<file path="src/rtl/vcp_pkg.sv">
/*
  Shared constants, types and helpers for the virtual console port device:
  register offsets, feature bit positions, queue numbering, control event
  codes and the byte-order helpers used by the register file and control path.
  Assumes a 32-bit AHB-Lite register bus and word-aligned single transfers.
*/
package vcp_pkg;
  localparam logic [7:0]  OFS_FEAT_OFFER = 8'h00;
  localparam logic [7:0]  OFS_FEAT_ACK   = 8'h04;
  localparam logic [7:0]  OFS_CTRL       = 8'h08;
  localparam logic [7:0]  OFS_COLS       = 8'h0C;
  localparam logic [7:0]  OFS_ROWS       = 8'h10;
  localparam logic [7:0]  OFS_PORT_LIMIT = 8'h14;
  localparam logic [7:0]  OFS_EMERG      = 8'h18;
  localparam logic [7:0]  OFS_STATUS     = 8'h1C;
  localparam logic [7:0]  OFS_PORT_EXIST = 8'h20;
  localparam logic [7:0]  OFS_PORT_UP    = 8'h24;
  localparam logic [23:0] ADDR_HI_ZERO   = 24'h000000;
  localparam logic [31:0] REG_ZERO       = 32'h00000000;
  localparam int          FB_SIZE        = 0;
  localparam int          FB_MULTI       = 1;
  localparam int          FB_EMERG       = 2;
  localparam int          CTL_LEGACY     = 0;
  localparam int          STS_DRV_READY  = 0;
  localparam int          HTRANS_ACT_BIT = 1;
  localparam logic        HRESP_OKAY     = 1'b0;
  localparam logic [15:0] Q_P0_RX        = 16'h0000;
  localparam logic [15:0] Q_P0_TX        = 16'h0001;
  localparam logic [15:0] Q_CTL_RX       = 16'h0002;
  localparam logic [15:0] Q_CTL_TX       = 16'h0003;
  localparam logic [15:0] Q_PAIR_BASE    = 16'h0004;
  localparam logic [15:0] EV_DRV_READY   = 16'h0000;
  localparam logic [15:0] EV_PORT_ADD    = 16'h0001;
  localparam logic [15:0] EV_PORT_REMOVE = 16'h0002;
  localparam logic [15:0] EV_PORT_READY  = 16'h0003;
  localparam logic [15:0] VAL_OK         = 16'h0001;
  localparam logic [15:0] VAL_UNUSED     = 16'h0000;

  typedef struct packed {
    logic [31:0] id;
    logic [15:0] event_code;
    logic [15:0] value;
  } vcp_msg_t;

  function automatic logic [15:0] vcp_sw16(input logic [15:0] v, input logic en);
    return en ? {v[7:0], v[15:8]} : v;
  endfunction

  function automatic logic [31:0] vcp_sw32(input logic [31:0] v, input logic en);
    return en ? {v[7:0], v[15:8], v[23:16], v[31:24]} : v;
  endfunction

  // Self-inverse: converts between field values and the byte image on the queue
  function automatic vcp_msg_t vcp_msg_fmt(input vcp_msg_t m, input logic en);
    vcp_msg_t r;
    r.id         = vcp_sw32(m.id, en);
    r.event_code = vcp_sw16(m.event_code, en);
    r.value      = vcp_sw16(m.value, en);
    return r;
  endfunction

  function automatic logic [31:0] vcp_q_port(input logic [15:0] q);
    logic [15:0] d;
    d = q - Q_PAIR_BASE;
    return (q < Q_PAIR_BASE) ? REG_ZERO : 32'(d[15:1]) + 32'h00000001;
  endfunction

  function automatic logic vcp_q_exists(input logic [15:0] q, input logic multi,
                                        input logic [31:0] limit);
    if (q <= Q_P0_TX) return 1'b1;
    if (!multi) return 1'b0;
    if (q <= Q_CTL_TX) return 1'b1;
    return vcp_q_port(q) < limit;
  endfunction

  function automatic logic [15:0] vcp_rx_q(input logic [15:0] port);
    logic [15:0] d;
    d = port - 16'h0001;
    return (port == 16'h0000) ? Q_P0_RX : Q_PAIR_BASE + {d[14:0], 1'b0};
  endfunction
endpackage

</file>
<file path="src/rtl/vcp_ctrl_if.sv">
/*
  Carrier between the register core and the control-queue sequencer.
  Assumes both ends share one clock; message words are queue byte images.
*/
`timescale 1ns/10ps
interface vcp_ctrl_if #(parameter int N = 4);
  logic                 multi_en;
  logic                 swap_en;
  logic [31:0]          limit;
  logic                 add_valid;
  logic                 add_ready;
  logic                 add_remove;
  logic [31:0]          add_id;
  logic                 reject;
  logic                 drv_valid;
  logic                 drv_ready_hs;
  vcp_pkg::vcp_msg_t    drv_msg;
  logic                 dev_valid;
  logic                 dev_ready_hs;
  vcp_pkg::vcp_msg_t    dev_msg;
  logic [N-1:0]         port_exist;
  logic [N-1:0]         port_up;
  logic                 drv_ready;

  modport core (output multi_en, swap_en, limit, add_valid, add_remove, add_id,
                output drv_valid, drv_msg, dev_ready_hs,
                input  add_ready, reject, drv_ready_hs, dev_valid, dev_msg,
                input  port_exist, port_up, drv_ready);
  modport ctrl (input  multi_en, swap_en, limit, add_valid, add_remove, add_id,
                input  drv_valid, drv_msg, dev_ready_hs,
                output add_ready, reject, drv_ready_hs, dev_valid, dev_msg,
                output port_exist, port_up, drv_ready);
endinterface

</file>
<file path="src/rtl/vcp_ctrl.sv">
/*
  Control-queue sequencer: waits for the driver's ready message, then turns
  port add and remove requests into device-to-driver control messages.
  Assumes the driver side drains one message at a time with a handshake.
*/
`timescale 1ns/10ps
module vcp_ctrl #(
  parameter int N = 4
) (
  input wire logic clk,
  input wire logic rst_n,
  vcp_ctrl_if.ctrl cif
);
  import vcp_pkg::*;
  localparam int IW = (N > 1) ? $clog2(N) : 1;

  typedef enum logic [1:0] {
    S_WAIT_DRV = 2'b00,
    S_ANNOUNCE = 2'b01,
    S_SEND     = 2'b10
  } vcp_cst_t;

  typedef struct packed {
    vcp_cst_t     st;
    logic [N-1:0] exist;
    logic [N-1:0] up;
    vcp_msg_t     msg;
    logic         reject;
  } vcp_cstate_t;

  vcp_cstate_t st_r;
  vcp_cstate_t st_nxt;
  vcp_msg_t    rx_m;
  vcp_msg_t    tx_m;
  logic        add_in_range;
  logic        drv_in_range;

  assign rx_m            = vcp_msg_fmt(cif.drv_msg, cif.swap_en);
  assign add_in_range    = (cif.add_id < cif.limit) && (cif.add_id < 32'(N));
  assign drv_in_range    = rx_m.id < 32'(N);
  assign cif.drv_ready_hs = 1'b1;
  assign cif.add_ready   = (st_r.st == S_ANNOUNCE);
  assign cif.dev_valid   = (st_r.st == S_SEND);
  assign cif.dev_msg     = st_r.msg;
  assign cif.reject      = st_r.reject;
  assign cif.port_exist  = st_r.exist;
  assign cif.port_up     = st_r.up;
  assign cif.drv_ready   = (st_r.st != S_WAIT_DRV);

  always_comb begin
    st_nxt        = st_r;
    st_nxt.reject = 1'b0;
    tx_m.id         = cif.add_id;
    tx_m.event_code = cif.add_remove ? EV_PORT_REMOVE : EV_PORT_ADD;
    tx_m.value      = VAL_UNUSED;
    // Port-ready only counts for a port already announced
    if (cif.drv_valid && rx_m.event_code == EV_PORT_READY && drv_in_range &&
        st_r.exist[rx_m.id[IW-1:0]]) begin
      st_nxt.up[rx_m.id[IW-1:0]] = (rx_m.value == VAL_OK);
    end
    case (st_r.st)
      S_WAIT_DRV: begin
        if (cif.drv_valid && rx_m.event_code == EV_DRV_READY &&
            rx_m.value == VAL_OK) begin
          st_nxt.st = S_ANNOUNCE;
        end
      end
      S_ANNOUNCE: begin
        if (cif.add_valid) begin
          if (add_in_range && (st_r.exist[cif.add_id[IW-1:0]] == cif.add_remove)) begin
            st_nxt.exist[cif.add_id[IW-1:0]] = !cif.add_remove;
            if (cif.add_remove) begin
              st_nxt.up[cif.add_id[IW-1:0]] = 1'b0;
            end
            st_nxt.msg = vcp_msg_fmt(tx_m, cif.swap_en);
            st_nxt.st  = S_SEND;
          end else begin
            st_nxt.reject = 1'b1;
          end
        end
      end
      S_SEND: begin
        if (cif.dev_ready_hs) begin
          st_nxt.st = S_ANNOUNCE;
        end
      end
      default: st_nxt.st = S_WAIT_DRV;
    endcase
    // Dropping multiport tears down every port and the handshake
    if (!cif.multi_en) begin
      st_nxt.st    = S_WAIT_DRV;
      st_nxt.exist = '0;
      st_nxt.up    = '0;
    end
  end

  always_ff @(posedge clk or negedge rst_n) begin
    if (!rst_n) begin
      st_r <= '0;
    end else begin
      st_r <= st_nxt;
    end
  end
endmodule

</file>
<file path="src/rtl/vcp_console_dev.sv">
/*
  Virtual console port device core: AHB-Lite register file holding the
  feature, console size, port limit and emergency output fields, port zero
  and multiport queue decode, receive-buffer completion and the control path.
  Assumes zero-wait single word transfers and a queue engine outside.
*/
// The implementer's own choices: the AHB-Lite slave port and the address map.
`timescale 1ns/10ps
module vcp_console_dev #(
  parameter int   MAX_PORTS   = 4,
  parameter bit   GUEST_BIG   = 1'b0,
  parameter bit   OFFER_SIZE  = 1'b1,
  parameter bit   OFFER_MULTI = 1'b1,
  parameter bit   OFFER_EMERG = 1'b1
) (
  input  wire logic                   clk,
  input  wire logic                   rst_n,
  input  wire logic                   hsel,
  input  wire logic [31:0]            haddr,
  input  wire logic [1:0]             htrans,
  input  wire logic                   hwrite,
  input  wire logic [2:0]             hsize,
  input  wire logic [31:0]            hwdata,
  input  wire logic                   hready,
  output      logic                   hreadyout,
  output      logic [31:0]            hrdata,
  output      logic                   hresp,
  input  wire logic [15:0]            con_cols,
  input  wire logic [15:0]            con_rows,
  input  wire logic                   con_size_upd,
  output      logic                   cfg_change_ntf,
  output      logic                   emerg_valid,
  output      logic [7:0]             emerg_char,
  input  wire logic [15:0]            q_sel,
  output      logic                   q_exists,
  output      logic [31:0]            q_port,
  input  wire logic                   rx_valid,
  output      logic                   rx_ready,
  input  wire logic [15:0]            rx_port,
  input  wire logic [7:0]             rx_byte,
  input  wire logic [MAX_PORTS-1:0]   rx_buf_avail,
  output      logic                   used_ntf,
  output      logic [15:0]            used_queue,
  output      logic [7:0]             used_byte,
  input  wire logic                   hp_add_valid,
  output      logic                   hp_add_ready,
  input  wire logic                   hp_add_remove,
  input  wire logic [31:0]            hp_add_id,
  output      logic                   hp_add_reject,
  input  wire logic                   ctrl_tx_valid,
  output      logic                   ctrl_tx_ready,
  input  wire vcp_pkg::vcp_msg_t      ctrl_tx_msg,
  output      logic                   ctrl_rx_valid,
  input  wire logic                   ctrl_rx_ready,
  output      vcp_pkg::vcp_msg_t      ctrl_rx_msg
);
  import vcp_pkg::*;
  localparam int IW = (MAX_PORTS > 1) ? $clog2(MAX_PORTS) : 1;
  localparam logic [31:0] FEAT_OFFER = (32'(OFFER_SIZE) << FB_SIZE)
                                     | (32'(OFFER_MULTI) << FB_MULTI)
                                     | (32'(OFFER_EMERG) << FB_EMERG);
  localparam logic [31:0] LIMIT = 32'(MAX_PORTS);

  typedef struct packed {
    logic        wr_pend;
    logic [7:0]  wr_ofs;
    logic [31:0] rdata;
    logic [31:0] feat_ack;
    logic        legacy;
    logic [15:0] cols;
    logic [15:0] rows;
    logic        cfg_ntf;
    logic        emerg_v;
    logic [7:0]  emerg_c;
    logic        used_v;
    logic [15:0] used_q;
    logic [7:0]  used_b;
  } vcp_mstate_t;

  vcp_mstate_t st_r;
  vcp_mstate_t st_nxt;
  logic        acc;
  logic        addr_hit;
  logic [31:0] negotiated;
  logic        size_neg;
  logic        multi_neg;
  logic        swap;
  logic [31:0] wdata_le;
  logic [7:0]  emerg_byte;
  logic        rx_port_ok;
  vcp_msg_t    dev_plain;

  vcp_ctrl_if #(.N(MAX_PORTS)) cif ();

  vcp_ctrl #(.N(MAX_PORTS)) u_ctrl (
    .clk   (clk),
    .rst_n (rst_n),
    .cif   (cif.ctrl)
  );

  assign acc        = hsel && htrans[HTRANS_ACT_BIT] && hready;
  assign addr_hit   = (haddr[31:8] == ADDR_HI_ZERO);
  assign negotiated = st_r.feat_ack & FEAT_OFFER;
  assign size_neg   = negotiated[FB_SIZE];
  assign multi_neg  = negotiated[FB_MULTI];
  // Byte order only departs from little-endian for legacy, big-endian guests
  assign swap       = st_r.legacy && GUEST_BIG;
  assign wdata_le   = vcp_sw32(hwdata, swap);
  assign emerg_byte = wdata_le[7:0];

  assign cif.multi_en     = multi_neg;
  assign cif.swap_en      = swap;
  assign cif.limit        = LIMIT;
  assign cif.add_valid    = hp_add_valid;
  assign cif.add_remove   = hp_add_remove;
  assign cif.add_id       = hp_add_id;
  assign cif.drv_valid    = ctrl_tx_valid;
  assign cif.drv_msg      = ctrl_tx_msg;
  assign cif.dev_ready_hs = ctrl_rx_ready;
  assign hp_add_ready     = cif.add_ready;
  assign hp_add_reject    = cif.reject;
  assign ctrl_tx_ready    = cif.drv_ready_hs;
  assign ctrl_rx_valid    = cif.dev_valid;
  assign ctrl_rx_msg      = cif.dev_msg;
  assign dev_plain        = vcp_msg_fmt(cif.dev_msg, swap);

  assign q_exists = vcp_q_exists(q_sel, multi_neg, LIMIT);
  assign q_port   = vcp_q_port(q_sel);

  // Port zero takes input whenever its buffer is available; other ports only once announced
  assign rx_port_ok = (rx_port == 16'h0000) ||
                      (multi_neg && rx_port < 16'(MAX_PORTS) &&
                       cif.port_exist[rx_port[IW-1:0]]);
  assign rx_ready   = rx_port_ok && (rx_port < 16'(MAX_PORTS)) &&
                      rx_buf_avail[rx_port[IW-1:0]];

  assign hreadyout      = 1'b1;
  assign hresp          = HRESP_OKAY;
  assign hrdata         = st_r.rdata;
  assign cfg_change_ntf = st_r.cfg_ntf;
  assign emerg_valid    = st_r.emerg_v;
  assign emerg_char     = st_r.emerg_c;
  assign used_ntf       = st_r.used_v;
  assign used_queue     = st_r.used_q;
  assign used_byte      = st_r.used_b;

  always_comb begin
    st_nxt         = st_r;
    st_nxt.cfg_ntf = 1'b0;
    st_nxt.emerg_v = 1'b0;
    st_nxt.used_v  = 1'b0;
    st_nxt.wr_pend = acc && hwrite && addr_hit;
    st_nxt.wr_ofs  = haddr[7:0];
    // Data phase of a write: hwdata is valid now
    if (st_r.wr_pend) begin
      case (st_r.wr_ofs)
        OFS_FEAT_ACK: st_nxt.feat_ack = hwdata;
        OFS_CTRL:     st_nxt.legacy   = hwdata[CTL_LEGACY];
        OFS_EMERG: begin
          // No dependence on acknowledge or queue setup, so works before init
          if (FEAT_OFFER[FB_EMERG]) begin
            st_nxt.emerg_v = 1'b1;
            st_nxt.emerg_c = emerg_byte;
          end
        end
        default: st_nxt.feat_ack = st_r.feat_ack;
      endcase
    end
    // Read data is captured in the address phase to avoid a wait state
    // Writable fields come from st_nxt so a write still in its data phase is seen
    if (acc && !hwrite) begin
      st_nxt.rdata = REG_ZERO;
      if (addr_hit) begin
        case (haddr[7:0])
          OFS_FEAT_OFFER: st_nxt.rdata = FEAT_OFFER;
          OFS_FEAT_ACK:   st_nxt.rdata = st_nxt.feat_ack;
          OFS_CTRL:       st_nxt.rdata = 32'(st_nxt.legacy) << CTL_LEGACY;
          OFS_COLS:       st_nxt.rdata = 32'(vcp_sw16(st_r.cols, swap));
          OFS_ROWS:       st_nxt.rdata = 32'(vcp_sw16(st_r.rows, swap));
          OFS_PORT_LIMIT: st_nxt.rdata = FEAT_OFFER[FB_MULTI] ?
                                         vcp_sw32(LIMIT, swap) : REG_ZERO;
          OFS_EMERG:      st_nxt.rdata = REG_ZERO;
          OFS_STATUS:     st_nxt.rdata = 32'(cif.drv_ready) << STS_DRV_READY;
          OFS_PORT_EXIST: st_nxt.rdata = 32'(cif.port_exist);
          OFS_PORT_UP:    st_nxt.rdata = 32'(cif.port_up);
          default:        st_nxt.rdata = REG_ZERO;
        endcase
      end
    end
    // Size is tracked always; the change is only signalled when negotiated
    if (con_size_upd) begin
      st_nxt.cols    = con_cols;
      st_nxt.rows    = con_rows;
      st_nxt.cfg_ntf = size_neg;
    end
    if (rx_valid && rx_ready) begin
      st_nxt.used_v = 1'b1;
      st_nxt.used_q = vcp_rx_q(rx_port);
      st_nxt.used_b = rx_byte;
    end
  end

  always_ff @(posedge clk or negedge rst_n) begin
    if (!rst_n) begin
      st_r <= '0;
    end else begin
      st_r <= st_nxt;
    end
  end
endmodule

</file>
<file path="config.mk">
export PLATFORM = sky130hd
export DESIGN_NAME = vcp_console_dev
export DESIGN_NICKNAME = d
export VERILOG_FILES = /design/src/rtl/vcp_pkg.sv /design/src/rtl/vcp_ctrl_if.sv /design/src/rtl/vcp_ctrl.sv /design/src/rtl/vcp_console_dev.sv
export SDC_FILE = /design/constraint.sdc
export NUM_CORES = 1
export LEC_CHECK = 0
export BUFFER_PORTS_ARGS = -buffer_cell sky130_fd_sc_hd__buf_2
export CORE_AREA = 4 4 160 162
export CTS_CLUSTER_SIZE = 10
export DETAILED_ROUTE_END_ITERATION = 12
export DIE_AREA = 0 0 164 166
export GPL_TIMING_DRIVEN = 0
export PLACE_DENSITY = 0.74
export SLEW_MARGIN = 20
export SYNTH_ARGS = -nofsm -noshare
export SYNTH_HDL_FRONTEND = slang
export SYNTH_SLANG_ARGS = --single-unit
</file>
<file path="constraint.sdc">
create_clock -name clk -period 4.1 [get_ports clk]
set_clock_uncertainty 0.2 [all_clocks]
set_input_delay 0.82 -clock clk [delete_from_list [all_inputs] [get_ports clk]]
set_output_delay 0.82 -clock clk [all_outputs]
set_load 0.05 [all_outputs]
</file>
== Word level (Yosys, flattened, before mapping) ==
Index checks and enable logic that the tools add are counted.

* Register bits: 200
* Bits of input ports: 252
* Output and inout bits: 171
* Logic and storage cells: 139

* $add $sub $neg: 4
* $lt $le $gt $ge: 12
* Eq/ne operators: 23
* Mux-type cells: 48
* Bitwise gates (word level): 2
* Reductions and logical operators: 31

{| class="wikitable"
|+ Operators with widths
! cell !! count
|-
| $pmux 32 s9 || 1
|-
| $lt 32x3->1 const B || 3
|-
| $mux 75 || 1
|-
| $mux 74 || 1
|-
| $mux 73 || 1
|-
| $mux 32 || 2
|-
| $mux 33 || 1
|-
| $eq 8x5->1 const B || 4
|-
| $logic_not 16->1 || 2
|-
| $lt 16x3->1 const B || 2
|-
| $mux 16 || 2
|-
| $mux 25 || 1
|-
| $eq 8x4->1 const B || 3
|-
| $logic_not 24->1 || 1
|-
| $mux 1 || 21
|-
| $logic_and 1x1->1 || 18
|-
| $mux 9 || 2
|-
| $add 15x1->16 const B || 1
|-
| $add 3x16->16 const A || 1
|-
| $eq 16x1->1 const B || 1
|-
| $eq 16x2->1 const B || 1
|-
| $eq 8x3->1 const B || 2
|-
| $eq 8x6->1 const B || 2
|-
| $le 16x1->1 const B || 1
|-
| other kinds (29) || 45
|}

== Longest topological paths before layout ==
Gate-level depths: netlist of run 1.

* Word-level depth: 12
* Gate-level depth with buffers: 12
* Depth with buffers taken out: 10

== Cells and area by module ==
A second synthesis of run 1 with hierarchy kept.

* Cells, all modules: 1075
* Area total of the unflattened synthesis: 11105.7 um2

{| class="wikitable"
|+ By module, submodules not included
! module !! instances !! cells each !! area an instance (um2) !! seq. area each (um2)
|-
| vcp_console_dev || 1 || 684 || 7405.9 || 3503.4
|-
| vcp_ctrl || 1 || 391 || 3699.8 || 1176.1
|}

== Least setup slack after synthesis of run 1 ==
Ideal clock, no wire load.

* Kind: input-to-output
* From: in q_sel[2]
* To: out q_exists
* Arrival: 3.748 ns
* Data required time: 3.080 ns
* Slack: -0.668 ns
* Stages on the path: 12
* Buffers on the path: 2
* Cells stage by stage: inv_1 ha_1 nor2b_1 buf_2 and2_1 buf_4 nand3_1 o32ai_2 o2111ai_1 nand3_1 o211ai_1 o31ai_2

* Cells in the longest elaborated chain, start to end: 7
* Elaborated cells between the ends (all ways): 15
* Classes of those cells: add/sub (2); order compare (4); mux (9)

{| class="wikitable"
|+ Ends and longest elaborated chain
! element !! line !! text
|-
| start: declaration || vcp_console_dev.sv:34 || <nowiki>input wire logic [15:0] q_sel,</nowiki>
|-
| $sub 16x3->16 || n/a ||
|-
| $add 15x1->16 || n/a ||
|-
| $mux 16 * || n/a ||
|-
| via q_port[14] || vcp_console_dev.sv:36 || <nowiki>output logic [31:0] q_port,</nowiki>
|-
| $lt 32x3->1 * || vcp_pkg.sv:73 || <nowiki>return vcp_q_port(q) < limit;</nowiki>
|-
| $mux 1 * || vcp_pkg.sv:73 ||
|-
| $mux 1 * || vcp_pkg.sv:72 || <nowiki>if (q <= Q_CTL_TX) return 1'b1;</nowiki>
|-
| $mux 1 * || vcp_pkg.sv:71 || <nowiki>if (!multi) return 1'b0;</nowiki>
|-
| end: declaration || vcp_console_dev.sv:35 || <nowiki>output logic q_exists,</nowiki>
|}

Mark *: on every way through the listed nets, which the timed path passes. The rest lies on a longest branch. The select of a mux whose other input is x is not followed.

== Final worst setup path of run 1 ==
* From: in q_sel[3]
* To: out q_exists

* Cells in the longest elaborated chain, start to end: 7
* Elaborated cells between the ends (all ways): 15
* Classes of those cells: add/sub (2); order compare (4); mux (9)

{| class="wikitable"
|+ Ends and longest elaborated chain
! element !! line
|-
| $sub 16x3->16 / $le 16x2->1 (equally long branches) || vcp_pkg.sv:64, vcp_pkg.sv:72
|-
| $add 15x1->16 / $mux 1 (equally long branches) || vcp_pkg.sv:65, vcp_pkg.sv:72
|-
| $mux 16 / $mux 1 (equally long branches) || vcp_pkg.sv:65, vcp_pkg.sv:72
|-
| $lt 32x3->1 / $mux 1 (equally long branches) || vcp_pkg.sv:73, vcp_pkg.sv:71
|-
| $mux 1 || vcp_pkg.sv:73
|-
| $mux 1 || vcp_pkg.sv:72
|-
| $mux 1 * || vcp_pkg.sv:71
|}

Mark *: on every way between the ends. The rest lies on a longest branch, timed or not. The select of a mux whose other input is x is not followed.

==> results of run 1 <==
==> power breakdown <==
group	switching (uW)	internal, uW	leakage, uW
Combinational	356	233	0.00421
Clock	853	858	0.000304
Sequential	20.8	1860	0.00247
Total	1230	2950	0.00698
==> state kept, by name, summed over array words and instances, names as in the netlist <==
name,cells
cfg_change_ntf,1
cif.multi_en,1
emerg_char,8
emerg_valid,1
hrdata,32
negotiated,2
st_r,71
u_ctrl.cif.dev_msg,34
u_ctrl.cif.port_exist,4
u_ctrl.cif.port_up,4
u_ctrl.cif.reject,1
u_ctrl.st_r,2
used_byte,8
used_ntf,1
used_queue,15
==> worst min path at each step <==
stage                               from             end  slack, ps
after floorplan           used_queue[14]  used_queue[14]        240
after global placement    used_queue[14]  used_queue[14]        250
after detailed placement    used_byte[7]    used_byte[7]        260
after CTS                          rst_n        st_r[63]         90
after global routing               rst_n        st_r[63]        100
final                              rst_n        st_r[63]         80
==> synthesized netlist by cell type, types with 11 or more instances <==
library cell  count  share of area, %
a32o_1           18               1.9
clkbuf_1         32               1.2
and3_1           12              0.78
and2_1           41               2.7
nor2_1           26               1.0
nand4_1          14              0.91
dfrtp_1         185                48
nor4_1           30               1.9
inv_1            11              0.43
a222oi_1         12               1.2
nor3_1           15              0.78
nand2_1          88               3.4
mux2_2           81               9.5
nand3_1          11              0.57
buf_4           149                12
nor2b_1          11              0.71
o21ai_0          23               1.2
==> per-stage QoR <==
stage	instance area (um2)	hold WS (ps)	instances	worst slack [ps]	setup TNS [ps]
floorplan	9890	240	944	-368	-425
global placement	12100	251	1627	-972	-178530
detailed placement	12200	264	1630	-482	-682
CTS	13100	90.9	1677	3.37	0
global route	13300	99.2	1689	-168	-342
finish	13300	81.6	1689	-133	-133
==> critical path, cell delays in order <==
cell	delay (ps)
buf_8	90
inv_4	40
ha_4	180
nor2_1	130
nand4_1	240
a32oi_4	350
nand3_4	150
xnor2_4	200
a41oi_2	140
a2111o_1	410
o31ai_4	260
buf_6	200
==> cell families after synthesis <==
kind of cell | synth area share [%]
DFF | 48.0
other | 0.0779
and+or+nand+nor | 16.2
AOI/OAI and AO/OA | 8.99
muxes | 10.7
buffers and inverters | 13.8
adders and majority gates | 0.649
xor gates and xnor gates | 1.62
==> area by class of cell <==
| cell class | instances | share of cell area (%) |
|---|---|---|
| well taps | 324 | 3.05 |
| flip-flops and latches | 185 | 34.9 |
| clock buffers | 18 | 3.31 |
| plain buffers | 190 | 9.90 |
| multi-input cells | 557 | 31.1 |
| inverters | 12 | 0.415 |
| diodes | 2 | 0.0377 |
| repair buffers | 387 | 15.9 |
| clock inverters | 14 | 1.43 |
==> what timing repair did <==
item                       4_1_cts  5_1_grt
hold buffers                     0        0
gates resized for setup         42       23
gates cloned                     1        0
pin swaps                       16       20
setup endpoints to repair        3        3
buffers inserted                15       10
==> metal layers <==
layer | vias to the layer above | routed length [um] | GRT usage, %
met1 | 3959 | 12300 | 26.4
met5 | - | 48 | 0
met3 | 62 | 2400 | 6.21
li1 | 3918 | - | -
met2 | 331 | 14600 | 35.0
met4 | 10 | 677 | 5.69
==> results.txt, run 1 <==
Clock transition at path regs - 90 ps
Relative slew slack - 52.2%
WL per Instance - 17.8 um
Clk sinks - 185
CP endpoint kind - primary output
Core ar. - 24100 um2
Max Fanout on Critical Path - 6
Port buffer count - 359
DR pass1 iterations - 5
Critical Path RT - 3080 ps
Yosys cell types - 68
Die span in y - 166 um
Max_cap viols - 0
Area of the multi-input gates - 4130 um2
Final nets - 1607
GRT Util Overall - 20.9%
Max IR drop VDD - 242 uV
Min cycle time layout - 4230 ps
Synth Register Bits - 185
Die area - 27200 um2
Failing checks - negative setup slack
Total number of vias - 8280
Critical path origin - q_sel[3]
Initial core utilization - 40.0%
Area Overhead vs Synth - 37.7%
Initial antenna violation count - 7
Reg2Reg Capture Point - hrdata[3]
Register area share after synthesis - 48.0%
Synth Flop Type - dfrtp_1
Cell area after synthesis - 9640 um2
Root Buffer - clkbuf_16
Post-DP HPWL - 22700 um
Crit path launch type - primary input
R2R Setup Slk - 1070 ps
Hold crit path type - in -> async
Cells on worst reg2reg path - 6
Die span in x - 164 um
Vias in the first global route - 8448
Final Hold Viols - 0
R2r startpoint - st_r[140]
DRT iter0 DRCs - 563
Async set-reset flop share out of synthesis - 100%
Depth of the CTS H-tree - 4
First-pass GRT wire length - 45000 um
Period utilisation layout - 103%
RD Place Congestion - 0.963
Total power - 4180 uW
Worst skew pair latency - 440 ps
Synth warnings - 0
P_leak - 0.00698 uW
Ports - 423
Fin worst setup slack - -133 ps
Most frequent cells in the layout - 356 x buf_2, 185 x dfrtp_1, 173 x buf_4
DRC viols - 0
Worst-Margin Slew - 708 ps
Outcome - complete, but fails checks
RSZ-0062 raised after global routing - true
Fin util - 55.1%
Layout cells sized above 1 - 51.8%
DR vias/cell - 4.90
Core Rows - 57
CTS tree - built
Synth Area per Inst - 10.8 um2
Fmax - 236 MHz
Power per cell area - 315 nW/um2
Most common cell after layout, fill and taps aside - buf_2
CTS Buffer Depth - 2
Global route overflow - 0
Total wire length - 30000 um
ANT nets after route - 0
Filler cells - 2130
Final slew viol count - 0
Final setup fails - 2
Number of synthesized flops with an enable pin - 0
Mapped Cells - 896
Crit path kind - in -> out
Arr. time, crit path - 3210 ps
Sequential Area - 4630 um2
Cts bufs inserted - 17
Critical Path End - q_exists
Maximum number of pins on one net before global-route repair - 75
Note: power is estimated with default switching activity, not from simulation.
==> run 2, diff against run 1 <==
--- a/config.mk
+++ b/config.mk
@@ -5,13 +5,13 @@
 export SDC_FILE = /design/constraint.sdc
 export NUM_CORES = 1
 export LEC_CHECK = 0
-export BUFFER_PORTS_ARGS = -buffer_cell sky130_fd_sc_hd__buf_2
-export CORE_AREA = 4 4 160 162
+export CORE_AREA = 4 4 161 163
 export CTS_CLUSTER_SIZE = 10
 export DETAILED_ROUTE_END_ITERATION = 12
-export DIE_AREA = 0 0 164 166
+export DIE_AREA = 0 0 165 167
+export DONT_BUFFER_PORTS = 1
 export GPL_TIMING_DRIVEN = 0
-export PLACE_DENSITY = 0.74
+export PLACE_DENSITY = 0.59
 export SLEW_MARGIN = 20
 export SYNTH_ARGS = -nofsm -noshare
 export SYNTH_HDL_FRONTEND = slang
==> run 2 against run 1 <==
Non-clock buffer count shrank 374. Highest routed layer unchanged. Setup slack lost 21 ps. Core utilization shrank 9.0 points. Cell count shrank 22%. The flow finishes with violations (negative hold slack, negative setup slack). Final area shrank 16%. Clock power is essentially flat. Critical path depth shrank 1. Global-route usage shrank 1.9 points. Sequential share of layout area grew 6.4 points. Wire length shrank 9.7%. Total power shrank 5.0%. Sequential power is essentially flat.
==> results.txt, run 2 (synthesized netlist as in run 1, its figures left out) <==
ANT nets after route - 0 (unchanged)
Fin worst setup slack - -154 ps (-21.2 ps)
Max incr delay on CP - 600 ps (+190 ps)
Critical Path RT - 3080 ps (about the same)
DRT iter0 DRCs - 370 (-34%)
Final setup fails - 1 (-1)
First-pass GRT wire length - 40300 um (-10%)
Port buffer count - 0 (-100%)
Cell count after placement - 1270 (-22%)
Initial core utilization - 39.6% (-0.35 points)
Core ar. - 24300 um2 (+0.89%)
Final Hold Viols - 185 (+185)
Top reg by flops - st_r
Relative slew slack - 33.5% (-19 points)
Crit path launch type - primary input
Period utilisation layout - 104% (+0.52 points)
Min cycle time layout - 4250 ps (+21.2 ps)
Failing checks - negative hold slack, negative setup slack
Worst Path Buf+Inv - 2 (-1)
Worst skew pair latency - 420 ps (-20 ps)
DR vias/cell - 5.20 (+6.1%)
Hold_ws - -117 ps (-198 ps)
Area Overhead vs Synth - 16.2%
Initial antenna violation count - 10 (+3)
Most common cell after layout, fill and taps aside - dfrtp_1
Root Buffer - clkbuf_16
Largest register FFs - 71 (unchanged)
CTS tree - built
R2R Setup Slk - 1130 ps (+60 ps)
Reg2Reg Capture Point - hrdata[3]
RD Place Congestion - 0.919 (-4.6%)
Worst slack, placed - -673 ps (-191 ps)
CP endpoint kind - primary output
Hold crit path type - in -> async
Post-DP HPWL - 21000 um (-7.7%)
P_leak - 0.00527 uW (-25%)
Final slew viol count - 0 (unchanged)
Global route overflow - 0 (unchanged)
Most frequent cells in the layout - 185 x dfrtp_1, 157 x buf_4, 88 x nand2_1
Vias in the first global route - 6771 (-20%)
RSZ-0062 raised after global routing - true
DR pass1 iterations - 6 (+1)
Crit path kind - in -> out
Total wire length - 27100 um (-9.7%)
Fmax - 235 MHz (-0.50%)
Maximum number of pins on one net before global-route repair - 186 (+150%)
Outcome - complete, but fails checks
Max Fanout on Critical Path - 8 (+2)
Total number of vias - 6835 (-17%)
Max_cap viols - 0 (unchanged)
Arr. time, crit path - 3230 ps (+20 ps)
R2r startpoint - st_r[139]
Die span in x - 165 um (+0.61%)
Final nets - 1233 (-23%)
CTS Buffer Depth - 2 (unchanged)
Cts bufs inserted - 17 (unchanged)
Die area - 27600 um2 (+1.2%)
Power per cell area - 355 nW/um2 (+13%)
Slowest CP cell - o31ai_4
DRC viols - 0 (unchanged)
Clock transition at path regs - 80 ps (about the same)
Cell Count, Final, Fillers Out - 1314 (-22%)
Layout cells sized above 1 - 33.0% (-19 points)
Max IR drop VDD - 213 uV (-12%)
WL per Instance - 20.6 um (+16%)
Clk sinks - 185 (unchanged)
Top delay family on crit path - compound AO/OA/AOI/OAI gates
Worst-Margin Slew - 996 ps (+289 ps)
Depth of the CTS H-tree - 4 (unchanged)
Cells on worst reg2reg path - 6 (unchanged)
GRT Util Overall - 19.0% (-1.9 points)
Ports - 423 (unchanged)
CP Cell Sequence - clkinvlp_4 -> ha_4 -> nor2b_1 -> buf_6 -> and2_2 -> nand2_1 -> o21ai_0 -> and3_1 -> a41oi_2 -> a2111o_1 -> o31ai_4
Die span in y - 167 um (+0.60%)
Core Rows - 57 (unchanged)
[run 2: cell types whose count changed in the layout (fill, tap and decap cells not counted), moves of 3 or more]
cell and change:
buf_2 -352, nand2_1 +3, buf_4 -16, clkinv_8 -5, clkinvlp_4 +4, bufinv_16 +3, inv_8 -3
[run 2: layout make-up]
| cell class | instances | area, um2 |
|---|---|---|
| Fill cell | 2291 | 13100 |
| Sequential cell | 185 | 4630 |
| Multi-Input combinational cell | 557 | 4070 |
| Buffer | 189 | 1310 |
| Clock buffer | 18 | 429 |
| Tap cell | 324 | 405 |
| Clock inverter | 13 | 184 |
| Timing Repair Buffer | 14 | 124 |
| Inverter | 12 | 48.8 |
| Antenna cell | 2 | 5.00 |
[run 2: worst reg2reg max path: cells and delay by family (launching register included)]
family                 cells  cell delay [ps]
buffers and inverters      1              400
flip-flops                 1              360
multiplexers               1              410
AND/OR/NAND/NOR            2             1120
AO/OA/AOI/OAI              2              360
[run 2: what timing repair did]
item,in CTS,in global routing
resized for setup,23,21
endpoints found under the hold margin,185,185
gates cloned,0,0
pin swaps,12,11
setup endpoints to repair,3,3
buffers inserted,11,1
[run 2: worst max path at each step]
stage                         from  endpoint  depth (start not counted)
final                     q_sel[2]  q_exists                         11
after global routing      q_sel[2]  q_exists                         11
after CTS                 q_sel[2]  q_exists                         11
after detailed placement  q_sel[6]  q_exists                          7
after global placement    q_sel[5]  q_exists                          9
after floorplan           q_sel[5]  q_exists                         10
[run 2: through the flow]
step	util, %	TNS (ps)	hold slack [ps]	instance area (um2)	power (uW)
floorplan	-	-425	240	9890	2240
global placement	42.4	-1160	256	10300	2280
detailed placement	42.5	-802	264	10300	2280
CTS	45.7	-151	-137	11100	4020
global route	46.1	-262	-147	11200	4120
finish	46.1	-154	-117	11200	3970
[run 2: metal layers]
metal	up-vias	share of wire, %	GRT usage, %
li1	3155	-	-
met1	3341	40	24.1
met2	283	47	29.8
met3	40	11	8.53
met4	16	1.7	4.77
met5	-	0.41	0
[run 2: report_power, final]
| group | internal, uW | switching (uW) | leakage, uW |
|---|---|---|---|
| Combinational | 131 | 252 | 0.00251 |
| Sequential | 1860 | 20.6 | 0.00247 |
| Clock | 975 | 732 | 0.000289 |
==> run 3, diff against run 2 <==
--- a/config.mk
+++ b/config.mk
@@ -5,13 +5,14 @@
 export SDC_FILE = /design/constraint.sdc
 export NUM_CORES = 1
 export LEC_CHECK = 0
-export CORE_AREA = 4 4 161 163
+export ABC_AREA = 1
+export CORE_AREA = 4 4 162 164
 export CTS_CLUSTER_SIZE = 10
 export DETAILED_ROUTE_END_ITERATION = 12
-export DIE_AREA = 0 0 165 167
+export DIE_AREA = 0 0 166 168
 export DONT_BUFFER_PORTS = 1
 export GPL_TIMING_DRIVEN = 0
-export PLACE_DENSITY = 0.59
+export PLACE_DENSITY = 0.61
 export SLEW_MARGIN = 20
 export SYNTH_ARGS = -nofsm -noshare
 export SYNTH_HDL_FRONTEND = slang
==> run 3 against run 2 <==
The flow finishes with violations (negative hold slack). Cell count increased by 30%. Register-to-register slack improved by 360 ps. Setup slack improved by 370 ps. Area after synthesis increased by 7.1%. Sequential power about the same. Non-clock buffer count decreased by 26. Core utilization increased by 0.57 points. Critical path depth increased by 6. Largest power group unchanged.
==> results.txt, run 3 <==
Outcome - complete, but fails checks
Failing checks - negative hold slack
Worst Path Buf+Inv - 2 (unchanged)
DRC viols - 0 (unchanged)
Most frequent cells in the layout - 319 x nand2_1, 190 x inv_1, 185 x dfrtp_1
Max_cap viols - 0 (unchanged)
Final slew viol count - 0 (unchanged)
DR vias/cell - 4.80 (-7.8%)
Die span in x - 166 um (+0.61%)
First-pass GRT wire length - 44800 um (+11%)
Top post-synthesis cells by count - 320 x nand2_1, 191 x inv_1, 185 x dfrtp_1
Fmax - 257 MHz (+9.4%)
Dpl cell area - 10900 um2 (+5.8%)
P_leak - 0.00632 uW (+20%)
CTS Buffer Depth - 2 (unchanged)
Critical Path RT - 3080 ps (about the same)
Period utilisation layout - 94.8% (-8.9 points)
Synth warnings - 0 (unchanged)
Clock transition at path regs - 80 ps (about the same)
Crit path kind - in -> out
Die area - 27900 um2 (+1.2%)
Port buffer count - 0 (unchanged)
Total wire length - 28700 um (+6.0%)
CTS tree - built
Register area share after synthesis - 44.8% (-3.2 points)
CP endpoint kind - primary output
Fin worst setup slack - 212 ps (+366 ps)
Core Rows - 58 (+1.8%)
CP dominant cell by count - nand2_1
Synth Flop Type - dfrtp_1
Min cycle time layout - 3890 ps (-366 ps)
Cell taking the most area after synthesis - dfrtp_1
Final setup fails - 0 (-1)
Cts bufs inserted - 17 (unchanged)
Total number of vias - 8214 (+20%)
RD Place Congestion - 0.888 (-3.3%)
Share of the synthesized area in the top cell type - 44.8% (-3.2 points)
CP Cell Sequence - clkinvlp_4 -> ha_4 -> buf_4 -> nand2_1 -> nand2_2 -> nor2_2 -> nand3_1 -> nor2_1 -> o21ai_0 -> nor2_4 -> nor2_1 -> nand2_1 -> nor2_1 -> nand2_1 -> nand2_1 -> nand2_1 -> nand2_4
Die span in y - 168 um (+0.60%)
Cell area after synthesis - 10300 um2 (+7.1%)
Synth Register Bits - 185 (unchanged)
Number of synthesized flops with an enable pin - 0 (unchanged)
Largest register FFs - 71 (unchanged)
Hold_ws - -128 ps (-11.0 ps)
Hold crit path type - in -> async
Worst-Margin Slew - 1040 ps (+43.9 ps)
WL per Instance - 16.8 um (-19%)
Relative slew slack - 30.4% (-3.0 points)
Worst slack, placed - -294 ps (+379 ps)
Max IR drop VDD - 265 uV (+24%)
ANT nets after route - 0 (unchanged)
Mapped Cells - 1300 (+45%)
Synth Area per Inst - 7.94 um2 (-26%)
Worst skew pair latency - 440 ps (+20 ps)
Power per cell area - 338 nW/um2 (-4.7%)
Most common cell after layout, fill and taps aside - nand2_1
Slowest CP cell - nor2_4
Async set-reset flop share out of synthesis - 100% (unchanged)
GRT Util Overall - 20.1% (+1.1 points)
Root Buffer - clkbuf_16
Depth of the CTS H-tree - 4 (unchanged)
Initial core utilization - 41.5% (+1.8 points)
Post-DP HPWL - 22800 um (+8.4%)
Global route overflow - 0 (unchanged)
RSZ-0062 raised after global routing - false
Final nets - 1626 (+32%)
Total power - 3930 uW (-1.2%)
Maximum number of pins on one net before global-route repair - 186 (unchanged)
Most frequent cell after synthesis - nand2_1
Final Hold Viols - 185 (unchanged)
Top delay family on crit path - simple AND/OR/NAND/NOR gates
Fin area - 11600 um2 (+3.6%)
Yosys cell types - 52 (-24%)
Fin util - 46.6% (+0.57 points)
Max incr delay on CP - 330 ps (-270 ps)
DR pass1 iterations - 5 (-1)
Core ar. - 24900 um2 (+2.4%)
Initial antenna violation count - 2 (-8)
Layout cells sized above 1 - 18.9% (-14 points)
Dominant cells by area after synthesis - dfrtp_1 45%, nand2_1 12%, buf_4 11%, inv_1 6.9%, o21ai_0 4.1%
Area Overhead vs Synth - 12.4%
Clk sinks - 185 (unchanged)
Ports - 423 (unchanged)
Vias in the first global route - 8013 (+18%)
Arr. time, crit path - 2870 ps (-360 ps)
Crit path launch type - primary input
Top reg by flops - st_r
DRT iter0 DRCs - 491 (+33%)
Max Fanout on Critical Path - 10 (+2)
run 3: logic make-up after synthesis:
| family | after synthesis | share of synthesized area, % |
|---|---|---|
| AND/OR/NAND/NOR | 552 | 23.9 |
| buffers and inverters | 377 | 19.2 |
| flip-flops | 185 | 44.8 |
| AO/OA/AOI/OAI | 150 | 8.54 |
| multiplexers | 17 | 1.77 |
| XOR/XNOR | 12 | 1.02 |
| adder cells (fa/ha/maj) | 5 | 0.606 |
| other | 2 | 0.0727 |
run 3: worst paths after layout:
path / start / to / slack [ps] / cells after the start
max: q_sel[2] / q_exists / 210 / 17
min: rst_n / hrdata[29] / -130 / 0
max reg2reg: u_ctrl.st_r[73] / u_ctrl.cif.port_up[3] / 1490 / 7
min reg2reg: u_ctrl.cif.dev_msg[39] / u_ctrl.cif.dev_msg[39] / 270 / 2
max in group asynchronous: rst_n / used_queue[11] / 3600 / 0
min in group clk: haddr[0] / st_r[132] / 210 / 0
run 3: cell type report:
cell class / count / area [um2]
Tap cell: 330 / 413
Inverter: 202 / 762
Multi-Input combinational cell: 786 / 3940
Timing Repair Buffer: 2 / 15.0
Buffer: 175 / 1230
Sequential cell: 185 / 4630
Clock buffer: 17 / 425
Fill cell: 2521 / 13300
Clock inverter: 15 / 195
Antenna cell: 1 / 2.50
run 3: timing repair:
action | 4_1_cts | 5_1_grt
pin swaps | 2 | 2
hold endpoints to repair | 185 | 185
setup endpoints to repair | 2 | 2
setup buffers | 0 | 2
gates resized for setup | 7 | 2
run 3: stage by stage:
stage | setup TNS (ps) | hold WS (ps) | std cells
finish | 0 | -128 | 1713
CTS | 0 | -145 | 1710
floorplan | 0 | 233 | 1348
detailed placement | -315 | 255 | 1678
global route | 0 | -158 | 1713
global placement | -254 | 250 | 1678
run 3: worst register-to-register path: stages, from the launching register on:
cell	delay [ps]
dfrtp_1	400
inv_1	50
nor2_1	780
nand2_1	290
nor2_4	310
nand2_1	170
o21ai_1	240
nor2_1	60
run 3: metal layers:
metal  vias to the layer above  global-route usage [%]  wire length [um]
met3                        33                    5.64              1790
met5                         -                       0                13
li1                       4026                       -                 -
met2                       267                    32.0             13300
met1                      3886                    27.7             13200
met4                         2                    4.63               454
run 3: report_power, final:
group,switching (uW),internal (uW)
Sequential,13.9,1860
Clock,834,837
Combinational,276,104
Total,1120,2800
